File: src/cpu_tail_pkg.sv
package cpu_tail_pkg;

	// Register port offsets
	localparam logic [3:0] REG_CTRL   = 4'h0;
	localparam logic [3:0] REG_STATUS = 4'h1;
	localparam logic [3:0] REG_ACC    = 4'h2;
	localparam logic [3:0] REG_INDEX  = 4'h3;
	localparam logic [3:0] REG_FLAGS  = 4'h4;
	localparam logic [3:0] REG_PC_LO  = 4'h5;
	localparam logic [3:0] REG_PC_HI  = 4'h6;

	// Field positions
	localparam int CTRL_RUN     = 0;
	localparam int STAT_HALT    = 0;
	localparam int STAT_STOP    = 1;
	localparam int STAT_ILLEGAL = 2;
	localparam int STAT_IRQ_EN  = 3;
	localparam int FLAG_C       = 0;
	localparam int FLAG_Z       = 1;
	localparam int FLAG_N       = 2;
	localparam int FLAG_I       = 3;
	localparam int FLAG_H       = 4;

	// Reset values; interrupt mask comes up set
	localparam logic [4:0]  FLAGS_RST = 5'h08;
	localparam logic [7:0]  ACC_RST   = 8'h00;
	localparam logic [7:0]  INDEX_RST = 8'h00;
	localparam logic [15:0] PC_RST    = 16'h0000;

	// Opcodes handled here
	localparam logic [7:0] OPC_TEST_DIR   = 8'h3D;
	localparam logic [7:0] OPC_TEST_ACC   = 8'h4D;
	localparam logic [7:0] OPC_TEST_INDEX = 8'h5D;
	localparam logic [7:0] OPC_TEST_IX1   = 8'h6D;
	localparam logic [7:0] OPC_TEST_IX    = 8'h7D;
	localparam logic [7:0] OPC_XFER       = 8'h9F;
	localparam logic [7:0] OPC_WAIT       = 8'h8F;
	localparam logic [7:0] OPC_STOP       = 8'h8E;
	localparam logic [7:0] OPC_MULTIPLY   = 8'h42;
	localparam logic [7:0] OPC_JMP_DIR    = 8'hBC;
	localparam logic [7:0] OPC_JMP_EXT    = 8'hCC;
	localparam logic [7:0] OPC_JMP_IX2    = 8'hDC;
	localparam logic [7:0] OPC_JMP_IX1    = 8'hEC;
	localparam logic [7:0] OPC_JMP_IX     = 8'hFC;
	localparam logic [3:0] NIB_BIT_BRANCH = 4'h0;
	localparam logic [3:0] NIB_BRANCH     = 4'h2;

	// Cycle counts
	localparam logic [3:0] CYC_TEST_DIR   = 4'h4;
	localparam logic [3:0] CYC_TEST_INH   = 4'h3;
	localparam logic [3:0] CYC_TEST_IX1   = 4'h5;
	localparam logic [3:0] CYC_TEST_IX    = 4'h4;
	localparam logic [3:0] CYC_XFER       = 4'h2;
	localparam logic [3:0] CYC_HALT       = 4'h2;
	localparam logic [3:0] CYC_MULTIPLY   = 4'hB;
	localparam logic [3:0] CYC_BIT_BRANCH = 4'h5;
	localparam logic [3:0] CYC_BRANCH     = 4'h3;
	localparam logic [3:0] CYC_JMP_DIR    = 4'h2;
	localparam logic [3:0] CYC_JMP_EXT    = 4'h3;
	localparam logic [3:0] CYC_JMP_IX2    = 4'h4;
	localparam logic [3:0] CYC_JMP_IX1    = 4'h3;
	localparam logic [3:0] CYC_JMP_IX     = 4'h2;
	localparam logic [3:0] CYC_ILLEGAL    = 4'h2;

	typedef enum logic [2:0] {
		inherent_mode, direct_mode, extended_mode, indexed_word_offset,
		indexed_byte_offset, indexed_no_offset, relative_mode, bit_rel_mode
	} mode_e;

	typedef enum logic [3:0] {
		op_test_zero_neg, op_xfer_index_to_acc, op_wait, op_stop, op_jump,
		op_branch, op_branch_bit, op_multiply, op_illegal
	} op_e;

	typedef enum logic [2:0] {
		st_fetch = 3'b000,
		st_dec   = 3'b001,
		st_op1   = 3'b011,
		st_op2   = 3'b010,
		st_data  = 3'b110,
		st_exec  = 3'b111,
		st_halt  = 3'b101
	} state_e;

endpackage

File: src/dec_if.sv
`timescale 1ns/1ps
interface dec_if;
	logic [7:0]            opcode;
	cpu_tail_pkg::op_e     op;
	cpu_tail_pkg::mode_e   mode;
	logic [3:0]            cycles;
	modport dec  (input opcode, output op, output mode, output cycles);
	modport core (output opcode, input op, input mode, input cycles);
endinterface

File: src/cpu_opcode_decode_tail.sv
// Decided for this implementation: the register offsets and the address-and-strobe port.
`timescale 1ns/1ps
// Function
// - Test sets N and Z from byte minus zero; H, I, C untouched.
// - Opcode 9F copies index to accumulator in 2 cycles, flags unchanged.
// - Opcode 8F clears I, halts CPU until interrupt, 2 cycles.
// - Word-offset indexed: offset high then low, added to index.
// - Extended: address high byte then low byte after opcode.
// - Bit branch: direct address byte, then relative offset byte.
// - Byte-offset indexed: one offset byte added unsigned to index.
// - Indexed no offset: no operand, index is the address.
// - Relative branch: signed offset added to next-instruction address.
// - Opcode 8E clears I, stops oscillator, enables interrupt pin.
module cpu_opcode_decode_tail (
	input  wire logic        sys_clk_in,
	input  wire logic        rst_in,
	input  wire logic [3:0]  reg_addr_in,
	input  wire logic [7:0]  reg_wdata_in,
	input  wire logic        reg_wr_in,
	input  wire logic        reg_rd_in,
	output logic      [7:0]  reg_rdata_out,
	output logic      [15:0] mem_addr_out,
	output logic             mem_rd_out,
	input  wire logic [7:0]  mem_rdata_in,
	input  wire logic        ext_irq_n_in,
	input  wire logic        int_req_in,
	output logic             halted_out,
	output logic             osc_stop_out,
	output logic             ext_irq_en_out
);

	typedef struct packed {
		cpu_tail_pkg::state_e st;
		logic [3:0]           cnt;
		logic [7:0]           opc;
		logic [7:0]           b1;
		logic [7:0]           rel;
		logic [7:0]           dat;
		logic [7:0]           acc;
		logic [7:0]           idx;
		logic [7:0]           rdata;
		logic [4:0]           flags;
		logic [15:0]          pc;
		logic [15:0]          ea;
		logic [15:0]          maddr;
		logic                 mrd;
		logic                 run;
		logic                 halted;
		logic                 stop;
		logic                 irq_en;
		logic                 illegal;
		logic                 sync1;
		logic                 sync2;
	} core_s;

	core_s       q;
	core_s       n;
	dec_if       dif ();
	logic        ready;
	logic        last;
	logic        load_ea;
	logic        fetch_data;
	logic        next_fetch;
	logic        bitv;
	logic [7:0]  dat;
	logic [7:0]  rel;
	logic [7:0]  val;
	logic [15:0] ea;
	logic [15:0] target;
	logic [15:0] prod;

	// Sign-extended branch target
	function automatic logic [15:0] rel_target(input logic [15:0] pc, input logic [7:0] off);
		return pc + {{8{off[7]}}, off};
	endfunction

	// Even opcode condition; odd opcode inverts it
	function automatic logic branch_cond(input logic [3:0] lsn, input logic [4:0] f,
			input logic pin);
		logic base;
		case (lsn[3:1])
			3'h0: base = 1'b1;
			3'h1: base = !(f[cpu_tail_pkg::FLAG_C] || f[cpu_tail_pkg::FLAG_Z]);
			3'h2: base = !f[cpu_tail_pkg::FLAG_C];
			3'h3: base = !f[cpu_tail_pkg::FLAG_Z];
			3'h4: base = !f[cpu_tail_pkg::FLAG_H];
			3'h5: base = !f[cpu_tail_pkg::FLAG_N];
			3'h6: base = !f[cpu_tail_pkg::FLAG_I];
			default: base = !pin;
		endcase
		return base ^ lsn[0];
	endfunction

	opcode_decoder u_dec (
		.dif (dif.dec)
	);

	// Decoder sees the byte on the bus while decoding, the latched opcode after
	assign dif.opcode = (q.st == cpu_tail_pkg::st_dec) ? mem_rdata_in : q.opc;
	assign fetch_data = (dif.op == cpu_tail_pkg::op_test_zero_neg) ||
		(dif.op == cpu_tail_pkg::op_branch_bit);
	assign last = (q.cnt == dif.cycles - 4'h1);

	always_comb begin
		n = q;
		ready = 1'b0;
		load_ea = 1'b0;
		next_fetch = 1'b1;
		bitv = 1'b0;
		dat = q.dat;
		rel = q.rel;
		ea = q.ea;
		target = q.pc;
		val = q.dat;
		prod = 16'h0000;
		n.sync1 = ext_irq_n_in;
		n.sync2 = q.sync1;
		n.rdata = 8'h00;
		n.mrd = 1'b0;
		n.cnt = q.cnt + 4'h1;
		// Register reads answer one cycle later, zero elsewhere
		if (reg_rd_in) begin
			case (reg_addr_in)
				cpu_tail_pkg::REG_CTRL: n.rdata[cpu_tail_pkg::CTRL_RUN] = q.run;
				cpu_tail_pkg::REG_STATUS: begin
					n.rdata[cpu_tail_pkg::STAT_HALT] = q.halted;
					n.rdata[cpu_tail_pkg::STAT_STOP] = q.stop;
					n.rdata[cpu_tail_pkg::STAT_ILLEGAL] = q.illegal;
					n.rdata[cpu_tail_pkg::STAT_IRQ_EN] = q.irq_en;
				end
				cpu_tail_pkg::REG_ACC: n.rdata = q.acc;
				cpu_tail_pkg::REG_INDEX: n.rdata = q.idx;
				cpu_tail_pkg::REG_FLAGS: n.rdata = {3'b000, q.flags};
				cpu_tail_pkg::REG_PC_LO: n.rdata = q.pc[7:0];
				cpu_tail_pkg::REG_PC_HI: n.rdata = q.pc[15:8];
				default: n.rdata = 8'h00;
			endcase
		end
		// Core state writable only while the core is parked
		if (reg_wr_in) begin
			if (reg_addr_in == cpu_tail_pkg::REG_CTRL)
				n.run = reg_wdata_in[cpu_tail_pkg::CTRL_RUN];
			if (reg_addr_in == cpu_tail_pkg::REG_STATUS && reg_wdata_in[cpu_tail_pkg::STAT_ILLEGAL])
				n.illegal = 1'b0;
			if (!q.run) begin
				case (reg_addr_in)
					cpu_tail_pkg::REG_ACC: n.acc = reg_wdata_in;
					cpu_tail_pkg::REG_INDEX: n.idx = reg_wdata_in;
					cpu_tail_pkg::REG_FLAGS: n.flags = reg_wdata_in[4:0];
					cpu_tail_pkg::REG_PC_LO: n.pc[7:0] = reg_wdata_in;
					cpu_tail_pkg::REG_PC_HI: n.pc[15:8] = reg_wdata_in;
					default: ;
				endcase
			end
		end
		// Sequencer: one memory byte per cycle, operand order fixed per mode
		if (q.run) begin
			case (q.st)
				cpu_tail_pkg::st_fetch: begin
					n.maddr = q.pc;
					n.mrd = 1'b1;
					n.pc = q.pc + 16'h0001;
					n.st = cpu_tail_pkg::st_dec;
					n.cnt = 4'h0;
				end
				cpu_tail_pkg::st_dec: begin
					n.opc = mem_rdata_in;
					if (dif.mode == cpu_tail_pkg::inherent_mode) begin
						ready = 1'b1;
					end else if (dif.mode == cpu_tail_pkg::indexed_no_offset) begin
						ea = {8'h00, q.idx};
						load_ea = 1'b1;
					end else begin
						n.maddr = q.pc;
						n.mrd = 1'b1;
						n.pc = q.pc + 16'h0001;
						n.st = cpu_tail_pkg::st_op1;
					end
				end
				cpu_tail_pkg::st_op1: begin
					n.b1 = mem_rdata_in;
					case (dif.mode)
						cpu_tail_pkg::direct_mode: begin
							ea = {8'h00, mem_rdata_in};
							load_ea = 1'b1;
						end
						cpu_tail_pkg::indexed_byte_offset: begin
							ea = {8'h00, q.idx} + {8'h00, mem_rdata_in};
							load_ea = 1'b1;
						end
						cpu_tail_pkg::relative_mode: begin
							rel = mem_rdata_in;
							ready = 1'b1;
						end
						default: begin
							n.maddr = q.pc;
							n.mrd = 1'b1;
							n.pc = q.pc + 16'h0001;
							n.st = cpu_tail_pkg::st_op2;
						end
					endcase
				end
				cpu_tail_pkg::st_op2: begin
					load_ea = 1'b1;
					case (dif.mode)
						cpu_tail_pkg::extended_mode: ea = {q.b1, mem_rdata_in};
						cpu_tail_pkg::indexed_word_offset:
							ea = {q.b1, mem_rdata_in} + {8'h00, q.idx};
						default: begin
							ea = {8'h00, q.b1};
							rel = mem_rdata_in;
						end
					endcase
				end
				cpu_tail_pkg::st_data: begin
					dat = mem_rdata_in;
					n.dat = mem_rdata_in;
					ready = 1'b1;
				end
				cpu_tail_pkg::st_exec: ready = 1'b1;
				cpu_tail_pkg::st_halt: begin
					// Stop wakes only from the pin, wait also from internal sources
					if (!q.sync2 || (!q.stop && int_req_in)) begin
						n.st = cpu_tail_pkg::st_fetch;
						n.halted = 1'b0;
						n.stop = 1'b0;
					end
				end
				default: n.st = cpu_tail_pkg::st_fetch;
			endcase
			if (load_ea) begin
				if (fetch_data) begin
					n.maddr = ea;
					n.mrd = 1'b1;
					n.st = cpu_tail_pkg::st_data;
				end else begin
					ready = 1'b1;
				end
			end
			n.ea = ea;
			n.rel = rel;
			// Pad to the documented count, then execute; all but wait and stop fetch the next opcode
			if (ready && !last) begin
				n.st = cpu_tail_pkg::st_exec;
			end else if (ready) begin
				case (dif.op)
					cpu_tail_pkg::op_test_zero_neg: begin
						if (dif.opcode == cpu_tail_pkg::OPC_TEST_ACC)
							val = q.acc;
						else if (dif.opcode == cpu_tail_pkg::OPC_TEST_INDEX)
							val = q.idx;
						else
							val = dat;
						n.flags[cpu_tail_pkg::FLAG_N] = val[7];
						n.flags[cpu_tail_pkg::FLAG_Z] = (val == 8'h00);
					end
					cpu_tail_pkg::op_xfer_index_to_acc: n.acc = q.idx;
					cpu_tail_pkg::op_wait, cpu_tail_pkg::op_stop: begin
						n.flags[cpu_tail_pkg::FLAG_I] = 1'b0;
						n.st = cpu_tail_pkg::st_halt;
						n.halted = 1'b1;
						next_fetch = 1'b0;
						if (dif.op == cpu_tail_pkg::op_stop) begin
							n.stop = 1'b1;
							n.irq_en = 1'b1;
						end
					end
					cpu_tail_pkg::op_jump: target = ea;
					cpu_tail_pkg::op_branch: begin
						if (branch_cond(dif.opcode[3:0], q.flags, q.sync2))
							target = rel_target(q.pc, rel);
					end
					cpu_tail_pkg::op_branch_bit: begin
						bitv = dat[dif.opcode[3:1]];
						n.flags[cpu_tail_pkg::FLAG_C] = bitv;
						if (bitv ^ dif.opcode[0])
							target = rel_target(q.pc, rel);
					end
					cpu_tail_pkg::op_multiply: begin
						prod = 16'(q.idx) * 16'(q.acc);
						n.idx = prod[15:8];
						n.acc = prod[7:0];
						n.flags[cpu_tail_pkg::FLAG_H] = 1'b0;
						n.flags[cpu_tail_pkg::FLAG_C] = 1'b0;
					end
					default: n.illegal = 1'b1;
				endcase
				if (next_fetch) begin
					n.maddr = target;
					n.mrd = 1'b1;
					n.pc = target + 16'h0001;
					n.st = cpu_tail_pkg::st_dec;
					n.cnt = 4'h0;
				end
			end
		end
	end

	// Pin idles high after reset so no false wake
	always_ff @(posedge sys_clk_in) begin
		if (rst_in) begin
			q <= '0;
			q.st <= cpu_tail_pkg::st_fetch;
			q.flags <= cpu_tail_pkg::FLAGS_RST;
			q.acc <= cpu_tail_pkg::ACC_RST;
			q.idx <= cpu_tail_pkg::INDEX_RST;
			q.pc <= cpu_tail_pkg::PC_RST;
			q.sync1 <= 1'b1;
			q.sync2 <= 1'b1;
		end else begin
			q <= n;
		end
	end

	assign reg_rdata_out = q.rdata;
	assign mem_addr_out = q.maddr;
	assign mem_rd_out = q.mrd;
	assign halted_out = q.halted;
	assign osc_stop_out = q.stop;
	assign ext_irq_en_out = q.irq_en;
endmodule

File: src/opcode_decoder.sv
`timescale 1ns/1ps
module opcode_decoder (
	dec_if.dec dif
);

	// High nibble picks class and mode, low nibble the operation
	always_comb begin
		dif.op = cpu_tail_pkg::op_illegal;
		dif.mode = cpu_tail_pkg::inherent_mode;
		dif.cycles = cpu_tail_pkg::CYC_ILLEGAL;
		if (dif.opcode[7:4] == cpu_tail_pkg::NIB_BIT_BRANCH) begin
			dif.op = cpu_tail_pkg::op_branch_bit;
			dif.mode = cpu_tail_pkg::bit_rel_mode;
			dif.cycles = cpu_tail_pkg::CYC_BIT_BRANCH;
		end else if (dif.opcode[7:4] == cpu_tail_pkg::NIB_BRANCH) begin
			dif.op = cpu_tail_pkg::op_branch;
			dif.mode = cpu_tail_pkg::relative_mode;
			dif.cycles = cpu_tail_pkg::CYC_BRANCH;
		end else begin
			case (dif.opcode)
				cpu_tail_pkg::OPC_TEST_DIR: begin
					dif.op = cpu_tail_pkg::op_test_zero_neg;
					dif.mode = cpu_tail_pkg::direct_mode;
					dif.cycles = cpu_tail_pkg::CYC_TEST_DIR;
				end
				cpu_tail_pkg::OPC_TEST_ACC, cpu_tail_pkg::OPC_TEST_INDEX: begin
					dif.op = cpu_tail_pkg::op_test_zero_neg;
					dif.cycles = cpu_tail_pkg::CYC_TEST_INH;
				end
				cpu_tail_pkg::OPC_TEST_IX1: begin
					dif.op = cpu_tail_pkg::op_test_zero_neg;
					dif.mode = cpu_tail_pkg::indexed_byte_offset;
					dif.cycles = cpu_tail_pkg::CYC_TEST_IX1;
				end
				cpu_tail_pkg::OPC_TEST_IX: begin
					dif.op = cpu_tail_pkg::op_test_zero_neg;
					dif.mode = cpu_tail_pkg::indexed_no_offset;
					dif.cycles = cpu_tail_pkg::CYC_TEST_IX;
				end
				cpu_tail_pkg::OPC_XFER: begin
					dif.op = cpu_tail_pkg::op_xfer_index_to_acc;
					dif.cycles = cpu_tail_pkg::CYC_XFER;
				end
				cpu_tail_pkg::OPC_WAIT: begin
					dif.op = cpu_tail_pkg::op_wait;
					dif.cycles = cpu_tail_pkg::CYC_HALT;
				end
				cpu_tail_pkg::OPC_STOP: begin
					dif.op = cpu_tail_pkg::op_stop;
					dif.cycles = cpu_tail_pkg::CYC_HALT;
				end
				cpu_tail_pkg::OPC_MULTIPLY: begin
					dif.op = cpu_tail_pkg::op_multiply;
					dif.cycles = cpu_tail_pkg::CYC_MULTIPLY;
				end
				cpu_tail_pkg::OPC_JMP_DIR: begin
					dif.op = cpu_tail_pkg::op_jump;
					dif.mode = cpu_tail_pkg::direct_mode;
					dif.cycles = cpu_tail_pkg::CYC_JMP_DIR;
				end
				cpu_tail_pkg::OPC_JMP_EXT: begin
					dif.op = cpu_tail_pkg::op_jump;
					dif.mode = cpu_tail_pkg::extended_mode;
					dif.cycles = cpu_tail_pkg::CYC_JMP_EXT;
				end
				cpu_tail_pkg::OPC_JMP_IX2: begin
					dif.op = cpu_tail_pkg::op_jump;
					dif.mode = cpu_tail_pkg::indexed_word_offset;
					dif.cycles = cpu_tail_pkg::CYC_JMP_IX2;
				end
				cpu_tail_pkg::OPC_JMP_IX1: begin
					dif.op = cpu_tail_pkg::op_jump;
					dif.mode = cpu_tail_pkg::indexed_byte_offset;
					dif.cycles = cpu_tail_pkg::CYC_JMP_IX1;
				end
				cpu_tail_pkg::OPC_JMP_IX: begin
					dif.op = cpu_tail_pkg::op_jump;
					dif.mode = cpu_tail_pkg::indexed_no_offset;
					dif.cycles = cpu_tail_pkg::CYC_JMP_IX;
				end
				default: begin
				end
			endcase
		end
	end

endmodule

File: config.mk
export PLATFORM = sky130hd
export DESIGN_NAME = cpu_opcode_decode_tail
export DESIGN_NICKNAME = d
export VERILOG_FILES = /design/src/cpu_tail_pkg.sv /design/src/dec_if.sv /design/src/cpu_opcode_decode_tail.sv /design/src/opcode_decoder.sv
export SDC_FILE = /design/constraint.sdc
export NUM_CORES = 1
export LEC_CHECK = 0
export BUFFER_PORTS_ARGS = -buffer_cell sky130_fd_sc_hd__buf_2
export CAP_MARGIN = 20
export CORE_MARGIN = 8
export CORE_UTILIZATION = 30
export CTS_CLUSTER_DIAMETER = 200
export DETAILED_ROUTE_END_ITERATION = 7
export PLACE_DENSITY = 0.57
export REMOVE_ABC_BUFFERS = 1
export SYNTH_ARGS = -nofsm -noshare
export SYNTH_HDL_FRONTEND = slang
export SYNTH_SLANG_ARGS = --single-unit
File: constraint.sdc
create_clock -name sys_clk_in -period 8.3 [get_ports sys_clk_in]
set_clock_uncertainty 0.15 [all_clocks]
set_input_delay 0.415 -clock sys_clk_in [delete_from_list [all_inputs] [get_ports sys_clk_in]]
set_output_delay 0.415 -clock sys_clk_in [all_outputs]
set_load 0.02 [all_outputs]
Yosys cells after proc, flatten, opt, wreduce, memory -nomap -nowiden

Cells that the tools add are included.

Bits in registers: 124
Logic and storage cells: 240

$mul: 1
$lt $le $gt $ge: 1
Mux-type cells: 117
Reductions and logical operators: 41
Equal/unequal tests: 47
Bitwise logic cells: 5
Add/subtract/negate cells: 7

Operators with widths:

| kind                                                | count |
|---|---|
| two-way mux 16 bit                                  | 15 |
| two-way mux 8 bit                                   | 18 |
| one-hot mux 16 bit (3 select lines)                 | 3 |
| two-way mux 17 bit                                  | 8 |
| two-way mux 21 bit                                  | 4 |
| equality test 8 bit, second input constant          | 8 |
| one-hot mux 16 bit (2 select lines)                 | 2 |
| two-way mux 54 bit                                  | 1 |
| two-way mux 52 bit                                  | 1 |
| one-hot mux 17 bit (3 select lines)                 | 1 |
| equality test 8 x 7 -> 1 bit, second input constant | 5 |
| two-way mux 3 bit                                   | 11 |
| adder 16 x 1 -> 16 bit, second input constant       | 2 |
| two-way mux 4 bit                                   | 8 |
| one-hot mux 8 bit (2 select lines)                  | 2 |
| one-hot mux 3 bit (5 select lines)                  | 2 |
| equality test 4 x 3 -> 1 bit, second input constant | 7 |
| equality test 3 bit, second input constant          | 9 |
| two-way mux 1 bit                                   | 24 |
| one-hot mux 4 bit (6 select lines)                  | 1 |
| equality test 4 x 2 -> 1 bit, second input constant | 5 |
| one-hot mux 4 bit (5 select lines)                  | 1 |
| equality test 3 x 2 -> 1 bit, second input constant | 6 |
| one-hot mux 3 bit (6 select lines)                  | 1 |
| other kinds (34)                                    | 74 |

Depth between registers and ports, before layout

Gate-level depths: netlist of the first run.

Depth after elaboration: 28
Mapped depth: 25
Gate-level depth less buffers: 21

By module

A second synthesis of the first run with hierarchy kept.

Cell total of the unflattened synthesis: 1594
Area, all modules: 12105.4 um^2

By module, submodules not included:

| module                 | times used | cells each | area each (um^2) |
|---|---|---|---|
| cpu_opcode_decode_tail | 1          | 1546       | 11747.5 |
| opcode_decoder         | 1          | 48         | 357.8 |

Worst setup path before layout of the first run

Ideal clock, no wire load.

Path type: register to register
Start: reg q[123] (netlist bit)
End: reg q[54] (netlist bit)
Path buffers: 5
Required time: 8.070 ns
Slack: 3.142 ns
Data arrival time: 4.929 ns
Cell stages (with the launch flop): 23
Clock period less this slack: 5.158 ns
Cell sequence: dfxtp_1 > buf_6 > or3b_4 > buf_2 > buf_2 > nand4_2 > a211o_1 > clkbuf_1 > o211ai_1 > clkbuf_1 > o21ai_0 > ha_1 > a21oi_1 > a21oi_1 > or2_2 > a21oi_1 > xor2_1 > o221ai_1 > a221o_1 > nand4_1 > or3_1 > o311ai_0 > nor3b_1

Longest elaborated chain between the ends: 23
Elaborated cells between the ends (all ways): 120
Those cells by class: add/sub: 3; eq/ne: 38; mux: 57; bitwise: 2; reduce/logical: 20

Ends and longest elaborated chain:

| item                                        | line                                                        | source |
|---|---|---|
| start: declaration                          | cpu_opcode_decode_tail.sv:56                                | `core_s q;` |
| start signal: assignment                    | cpu_opcode_decode_tail.sv:311                               | `q <= n;` |
| equality test 3 x 1 -> 1 bit                | cpu_opcode_decode_tail.sv:99, cpu_opcode_decode_tail.sv:158 |  |
| two-way mux 8 bit                           | cpu_opcode_decode_tail.sv:99                                | `assign dif.opcode = (q.st == cpu_tail_pkg::st_dec) ? mem_rdata_in : q.opc;` |
| equality test 8 bit (tied with other cells) | opcode_decoder.sv:20                                        | `case (dif.opcode)` |
| OR reduction 2 bit (no line)                | -                                                           |  |
| one-hot mux 3 bit (5 select lines)          | opcode_decoder.sv:20                                        |  |
| two-way mux 3 bit                           | opcode_decoder.sv:15                                        | `end else if (dif.opcode[7:4] == cpu_tail_pkg::NIB_BRANCH) begin` |
| two-way mux 3 bit                           | opcode_decoder.sv:11                                        | `if (dif.opcode[7:4] == cpu_tail_pkg::NIB_BIT_BRANCH) begin` |
| equality test 3 x 2 -> 1 bit                | cpu_opcode_decode_tail.sv:205                               | `case (dif.mode)` |
| [... 7 more ...]                            | -                                                           |  |
| two-way mux 16 bit                          | cpu_opcode_decode_tail.sv:245                               | `end else if (ready) begin` |
| two-way mux 16 bit                          | cpu_opcode_decode_tail.sv:243                               | `if (ready && !last) begin` |
| two-way mux 16 bit                          | cpu_opcode_decode_tail.sv:157                               | `if (q.run) begin` |
| adder 16 x 1 -> 16 bit                      | cpu_opcode_decode_tail.sv:291                               | `n.pc = target + 16'h0001;` |
| two-way mux 16 bit                          | cpu_opcode_decode_tail.sv:288                               | `if (next_fetch) begin` |
| two-way mux 21 bit                          | cpu_opcode_decode_tail.sv:245                               |  |
| two-way mux 21 bit *                        | cpu_opcode_decode_tail.sv:243                               |  |
| two-way mux 54 bit *                        | cpu_opcode_decode_tail.sv:157                               |  |

Every way passes the cells marked *; elsewhere a longest branch is shown, timed or not. The select of a mux whose other input is x is not followed.
A chain may end at the register's enable or synchronous reset.

Worst setup path in the final report of the first run

Start: reg q[121] (netlist bit)
End: reg q[49] (netlist bit)

The elaborated chain is that of the path after synthesis.

==> metrics.txt, run 1 <==
Global Route met3 Usage 0.0369; synth top area cells dfxtp_1 20%, ha_1 6.8%, fa_1 6.2%, nand2_1 5.9%, nor2_1 4.8%; fin nets 1715; Critical Path RT 8.48 ns; Final period util 0.719; htree depth 4; f_max 167 MHz; met2 usage 0.289; Die H 218 um; Syn. warnings 0; Leak Pwr 5.24 nW; Crit Path Class reg -> reg; TritonCTS clock tree built; CP top delay family simple AND/OR/NAND/NOR gates; CP Max Fanout 20; area of the multi-input gates 8860 um2; clk root buf clkbuf_16; RePlAce Congestion 0.911; Worst Max-Slew Pin Slew 1.08 ns; setup bufs post-CTS 0; R2R Setup Slk 2.33 ns; post-layout min period 5.97 ns; Startpoint Class register; hold_buf cts 0; GRT busiest layer met2; Crit path buffers/inverters 1; # port buffers 53; cell area power density 123 nW/um2; FF/Latch Area 2490 um2; 1st-pass router iterations 6; # IOs 54; worst vdd ir 0.145 mV; DR DRC count 0; ys async rst share 0; DR vias/cell 5.84; cell taking the most area after synthesis dfxtp_1; grt total ovfl 0; Layout area overhead 9.56%; die width 218 um; Max-Slew Margin vs Limit 0.281; Max stage delay on crit path 0.82 ns; first-pass GRT wire length 71.3 mm; HP Class in -> reg; hold path depth 2; DIE AREA 47500 um2; Post-Syn Area per Cell 7.54 um2; Post-Syn Area 12200 um2; RSZ-0062 raised after global routing no; Most common cell on crit path mux2i_1; Worst path slowest cell a222oi_1; max-cap violations 0; Skew-Pair Late Insertion Delay 0.44 ns; row count 74; Final WS setup 2.33 ns; Netlist cell types 84; Post-CTS Resized 0; Post-Syn Instances 1625; Post-Layout Cell Count 2130; Reg2Reg Depth 12; largest net degree at the start of global routing 93; initial antenna violation count 3; DR iter-0 viols 1386; Yosys reg bits 124; Initial Utilization 0.302; Global Route Usage Sum 0.190; critical path endpoint category register; worst slack at placement 2.23 ns; FF-to-FF Start q[121]$_SDFFE_PP0P_; EDFF count, synth 0; share of cells above drive strength 1 0.0958; drt wl/cell 21.6 um; Seq/Total Area, Yosys 0.203; Final ANT Viol Nets 0; Layout fillers 4364; final hold vios 0; setup tns final 0 ns; Post-DP HPWL 33.6 mm; Reg clk slew, reported paths 0.06 ns; vias in the first global route 11950; max-slew violation count 0; status completed; reg2reg end q[49]$_SDFF_PP0_; clk buf depth 2; worst hold start ext_irq_n_in; Finished Core Util 0.331; Hold Path End n[0]$_SDFF_PP1_; via count 12440; crit path DAT 6.15 ns; GR Util met1 0.264; dpl cells 2096; Core Region 40600 um2; CTS Buf Count 17; Top FF cell, synth dfxtp_1; final setup fails 0; total power draw 1.65 mW; share of the synthesized area in the top cell type 0.203; CP cell instances nor3b_4 > buf_4 > mux2i_1 > a2111oi_0 > nor3_1 > mux2i_1 > nand3_2 > a222oi_1 > or4_1 > nor4_1 > xnor2_1 > a2111oi_1; clock sink count 124; final WL 46.0 mm
## worst max path at each step
stage	from	to	cells past startpoint	slack, ns
3_3_place_gp	q[121]$_SDFFE_PP0P_	q[54]$_SDFF_PP0_	17	2.29
4_1_cts	q[121]$_SDFFE_PP0P_	q[55]$_SDFF_PP0_	18	2.17
3_5_place_dp	q[121]$_SDFFE_PP0P_	q[55]$_SDFF_PP0_	18	2.23
5_1_grt	q[121]$_SDFFE_PP0P_	q[49]$_SDFF_PP0_	12	2.00
6_report	q[121]$_SDFFE_PP0P_	q[49]$_SDFF_PP0_	12	2.33
2_1_floorplan	q[121]$_SDFFE_PP0P_	q[54]$_SDFF_PP0_	17	2.46
## power breakdown
part | internal (mW) | leakage [nW] | total, mW | switching, mW
registers | 0.602 | 1.00 | 0.619 | 0.0164
logic | 0.0482 | 3.92 | 0.151 | 0.103
clock network | 0.567 | 0.321 | 0.884 | 0.317
## worst reg2reg max path, delay by kind of cell (launching register included)
family / cells / cell delay, ns
and+or+nand+nor: 5 / 2.00
AOI/OAI and AO/OA: 3 / 1.39
muxes: 2 / 1.22
DFF: 1 / 0.58
buffers and inverters: 1 / 0.37
xor gates and xnor gates: 1 / 0.15
## sequential cells by signal (all words and copies together) (netlist names)
| signal | count |
|---|---|
| ext_irq_en_out | 1 |
| halted_out | 1 |
| n | 1 |
| mem_rd_out | 1 |
| osc_stop_out | 1 |
| mem_addr_out | 16 |
| reg_rdata_out | 8 |
| q | 95 |
## layout by cell type (no fill, tap or decap), drive strengths merged, types with 38 or more instances in the layout
| cell type | synthesis | layout |
|---|---|---|
| nor2 | 155 | 155 |
| a211oi | 49 | 49 |
| a21oi | 99 | 99 |
| fa | 38 | 38 |
| and2 | 54 | 54 |
| dfxtp | 124 | 124 |
| o21ai | 64 | 64 |
| mux2i | 51 | 51 |
| inv | 75 | 75 |
| buf | 40 | 78 |
| ha | 67 | 67 |
| nand3 | 60 | 60 |
| nand2 | 194 | 194 |
## layout make-up
class,instances,area share
multi-input combinational,1288,0.660
sequential,124,0.185
tap,532,0.0496
clock buffer,22,0.0362
timing repair buffer,78,0.0339
inverter,75,0.0210
clock inverter,10,0.0137
antenna,1,0.000186
## through the flow
stage	cell area (um2)	hold slack [ns]
CTS	13400	0.0471
detailed placement	12700	0.284
global placement	12700	0.287
finish	13400	0.0369
floorplan	11600	0.239
global route	13400	0.0414
## cells by family (layout without fill, tap and decap cells)
group,after synthesis,in the layout,synth area share
and+or+nand+nor,621,621,0.245
AOI/OAI and AO/OA,433,433,0.245
buffers and inverters,213,185,0.0749
DFF,124,124,0.203
adders and majority gates,105,105,0.131
muxes,71,71,0.0601
xor gates and xnor gates,58,58,0.0415
other,0,1,0
## metal layers
layer	wire length [um]	vias to the layer above	share of wire
met4	1380	4	0.030
li1	-	5796	-
met1	21000	5988	0.46
met3	3560	101	0.077
met5	29	-	0.00063
met2	20100	551	0.44
## Yosys cell counts, types with 8 or more instances
cell type and number:
a211oi_1 49, a21boi_0 8, a21o_1 14, a21oi_1 98, a221o_1 9, a221oi_1 11, a22oi_1 23, a311oi_1 14
a31oi_1 21, and2_1 54, and3_1 14, buf_4 27, clkbuf_1 98, dfxtp_1 124, fa_1 38, ha_1 67
inv_1 75, mux2_2 20, mux2i_1 51, nand2_1 194, nand3_1 59, nand3b_1 8, nand4_1 16, nor2_1 155
nor2b_1 14, nor3_1 34, nor4_1 23, o211ai_1 8, o21ai_0 62, o22a_1 9, o22ai_1 10, o31ai_1 8
xnor2_1 37, xor2_1 21
No activity file was read; power rests on OpenSTA's default activity.
==> run 2, diff against run 1 <==
PLACE_DENSITY = 0.58   (was 0.57)
clock period = 5.44 ns   (was 8.3 ns; I/O delays follow)
==> run 2 against run 1 <==
Against the previous run: routed wire length is 3.1% higher; setup slack worse by 2.1 ns; cell count grew 2.9%; register-to-register slack got worse by 2.1 ns; first-iteration DRC count rose by 0.22%; total power is 38% higher; clock power is 24% higher; sequential share of layout area decreased by 0.47 points.
==> metrics.txt, run 2 (synthesized netlist as in run 1, its figures left out) <==
status completed; Layout area overhead 12.7%; 1st-pass router iterations 6; Die H 218 um; clk root buf clkbuf_16; final setup fails 0; hold path depth 2; Reg with most FFs q; clk buf depth 2; DIE AREA 47500 um2; Net Sw Frac 0.291; final WL 47.5 mm; Reg2Reg Depth 13; Leak Pwr 5.49 nW; vias in the first global route 12343; Crit Path Class reg -> reg; Layout fillers 4320; area of the multi-input gates 8880 um2; Hold WS 0.0584 ns; R2R Setup Slk 0.24 ns; Max-Slew Margin vs Limit 0.284; Clk pwr share 0.481; final hold vios 0; # IOs 54; Final period util 0.957; setup tns final 0 ns; Skew-Pair Late Insertion Delay 0.44 ns; post-layout min period 5.20 ns; DR DRC count 0; Gate power share 0.109; row count 74; share of cells above drive strength 1 0.136; worst vdd ir 0.149 mV; max-cap violations 0; Final ANT Viol Nets 0; placed cell areas 13200 um2; fin nets 1777; clock sink count 124; Global Route Usage Sum 0.195; CP Max Fanout 20; Finished Core Util 0.340; largest net degree at the start of global routing 91; die width 218 um; initial antenna violation count 0; Worst Max-Slew Pin Slew 1.07 ns; Initial Utilization 0.302; via count 12788; TritonCTS clock tree built; DR vias/cell 5.83; max-slew violation count 0; DR iter-0 viols 1389; drt wl/cell 21.7 um; critical path endpoint category register; grt total ovfl 0; commonest cells after routing, fill and taps aside 194 x nand2_1, 155 x nor2_1, 119 x dfxtp_1; Post-DP HPWL 35.9 mm; Startpoint Class register; HP Class in -> reg; RSZ-0062 raised after global routing yes; Reg clk slew, reported paths 0.06 ns; cell area power density 166 nW/um2; FF-to-FF Start q[121]$_SDFFE_PP0P_; switching power total 0.665 mW; reg2reg end q[49]$_SDFF_PP0_; most common cell after layout, fill and taps aside nand2_1; part of the power in registers 0.410; CTS Buf Count 17; RePlAce Congestion 0.967; Hold Path End q[78]$_SDFF_PP0_; # port buffers 53; f_max 192 MHz; Critical Path RT 5.61 ns; max reg flops 95; htree depth 4; P_int 1.62 mW; Post-Layout Inst Area 13800 um2; worst hold start rst_in; first-pass GRT wire length 73.1 mm; Core Region 40600 um2; FF/Latch Area 2490 um2; crit path DAT 5.37 ns
[run 2: worst max path at each step]
stage / start / to / slack [ns] / depth (start not counted)
6_report: q[121]$_SDFFE_PP0P_ / q[49]$_SDFF_PP0_ / 0.24 / 13
5_1_grt: q[121]$_SDFFE_PP0P_ / q[54]$_SDFF_PP0_ / -0.008 / 22
4_1_cts: q[121]$_SDFFE_PP0P_ / q[49]$_SDFF_PP0_ / 0.16 / 13
3_5_place_dp: q[121]$_SDFFE_PP0P_ / q[49]$_SDFF_PP0_ / 0.22 / 13
3_3_place_gp: q[82]$_SDFF_PP0_ / q[76]$_SDFF_PP0_ / 0.36 / 18
2_1_floorplan: q[121]$_SDFFE_PP0P_ / q[54]$_SDFF_PP0_ / -0.40 / 17
[run 2: layer usage]
metal / share of wire / track usage
met1: 0.45 / 0.270
met3: 0.084 / 0.0343
met5: 0 / 0
met2: 0.45 / 0.307
met4: 0.020 / 0.0560
[run 2: timing repair]
action,CTS,global route
setup buffers,0,2
endpoints found under the hold margin,1,0
resized for setup,0,14
endpoints found under the setup margin,0,11
hold buffers,1,0
[run 2: power by group through the flow]
stage	clock, mW	combinational (mW)	sequential, mW
5_1_grt	1.15	0.268	0.939
3_3_place_gp	0	0.241	0.958
2_1_floorplan	0	0.119	0.956
6_report	1.10	0.250	0.939
3_5_place_dp	0	0.242	0.958
4_1_cts	1.11	0.244	0.938
[run 2: layout make-up]
type	instances	share of cell area
antenna	1	0.000181
timing repair buffer	140	0.0669
clock buffer	21	0.0341
inverter	75	0.0204
multi-input combinational	1288	0.643
clock inverter	11	0.00617
tap	532	0.0482
sequential	124	0.181
[run 2: metrics by stage]
stage          setup slack, ns  std cells  total power [mW]
4_1_cts                  0.155       2189              2.29
6_report                 0.237       2192              2.29
3_5_place_dp             0.218       2156              1.20
3_3_place_gp             0.357       2156              1.20
5_1_grt               -0.00809       2191              2.36
2_1_floorplan           -0.404       1487              1.07
[run 2: critical path, cell delays in order (launching register included)]
cell,delay [ns]
dfxtp_1,0.39
buf_4,0.19
nor3b_4,0.29
buf_4,0.32
mux2i_1,0.51
a2111oi_0,0.17
nor3_1,0.53
a211o_1,0.21
or3_1,0.51
a222oi_1,0.26
or4_4,0.64
nor4_1,0.38
xnor2_1,0.11
a2111oi_1,0.39
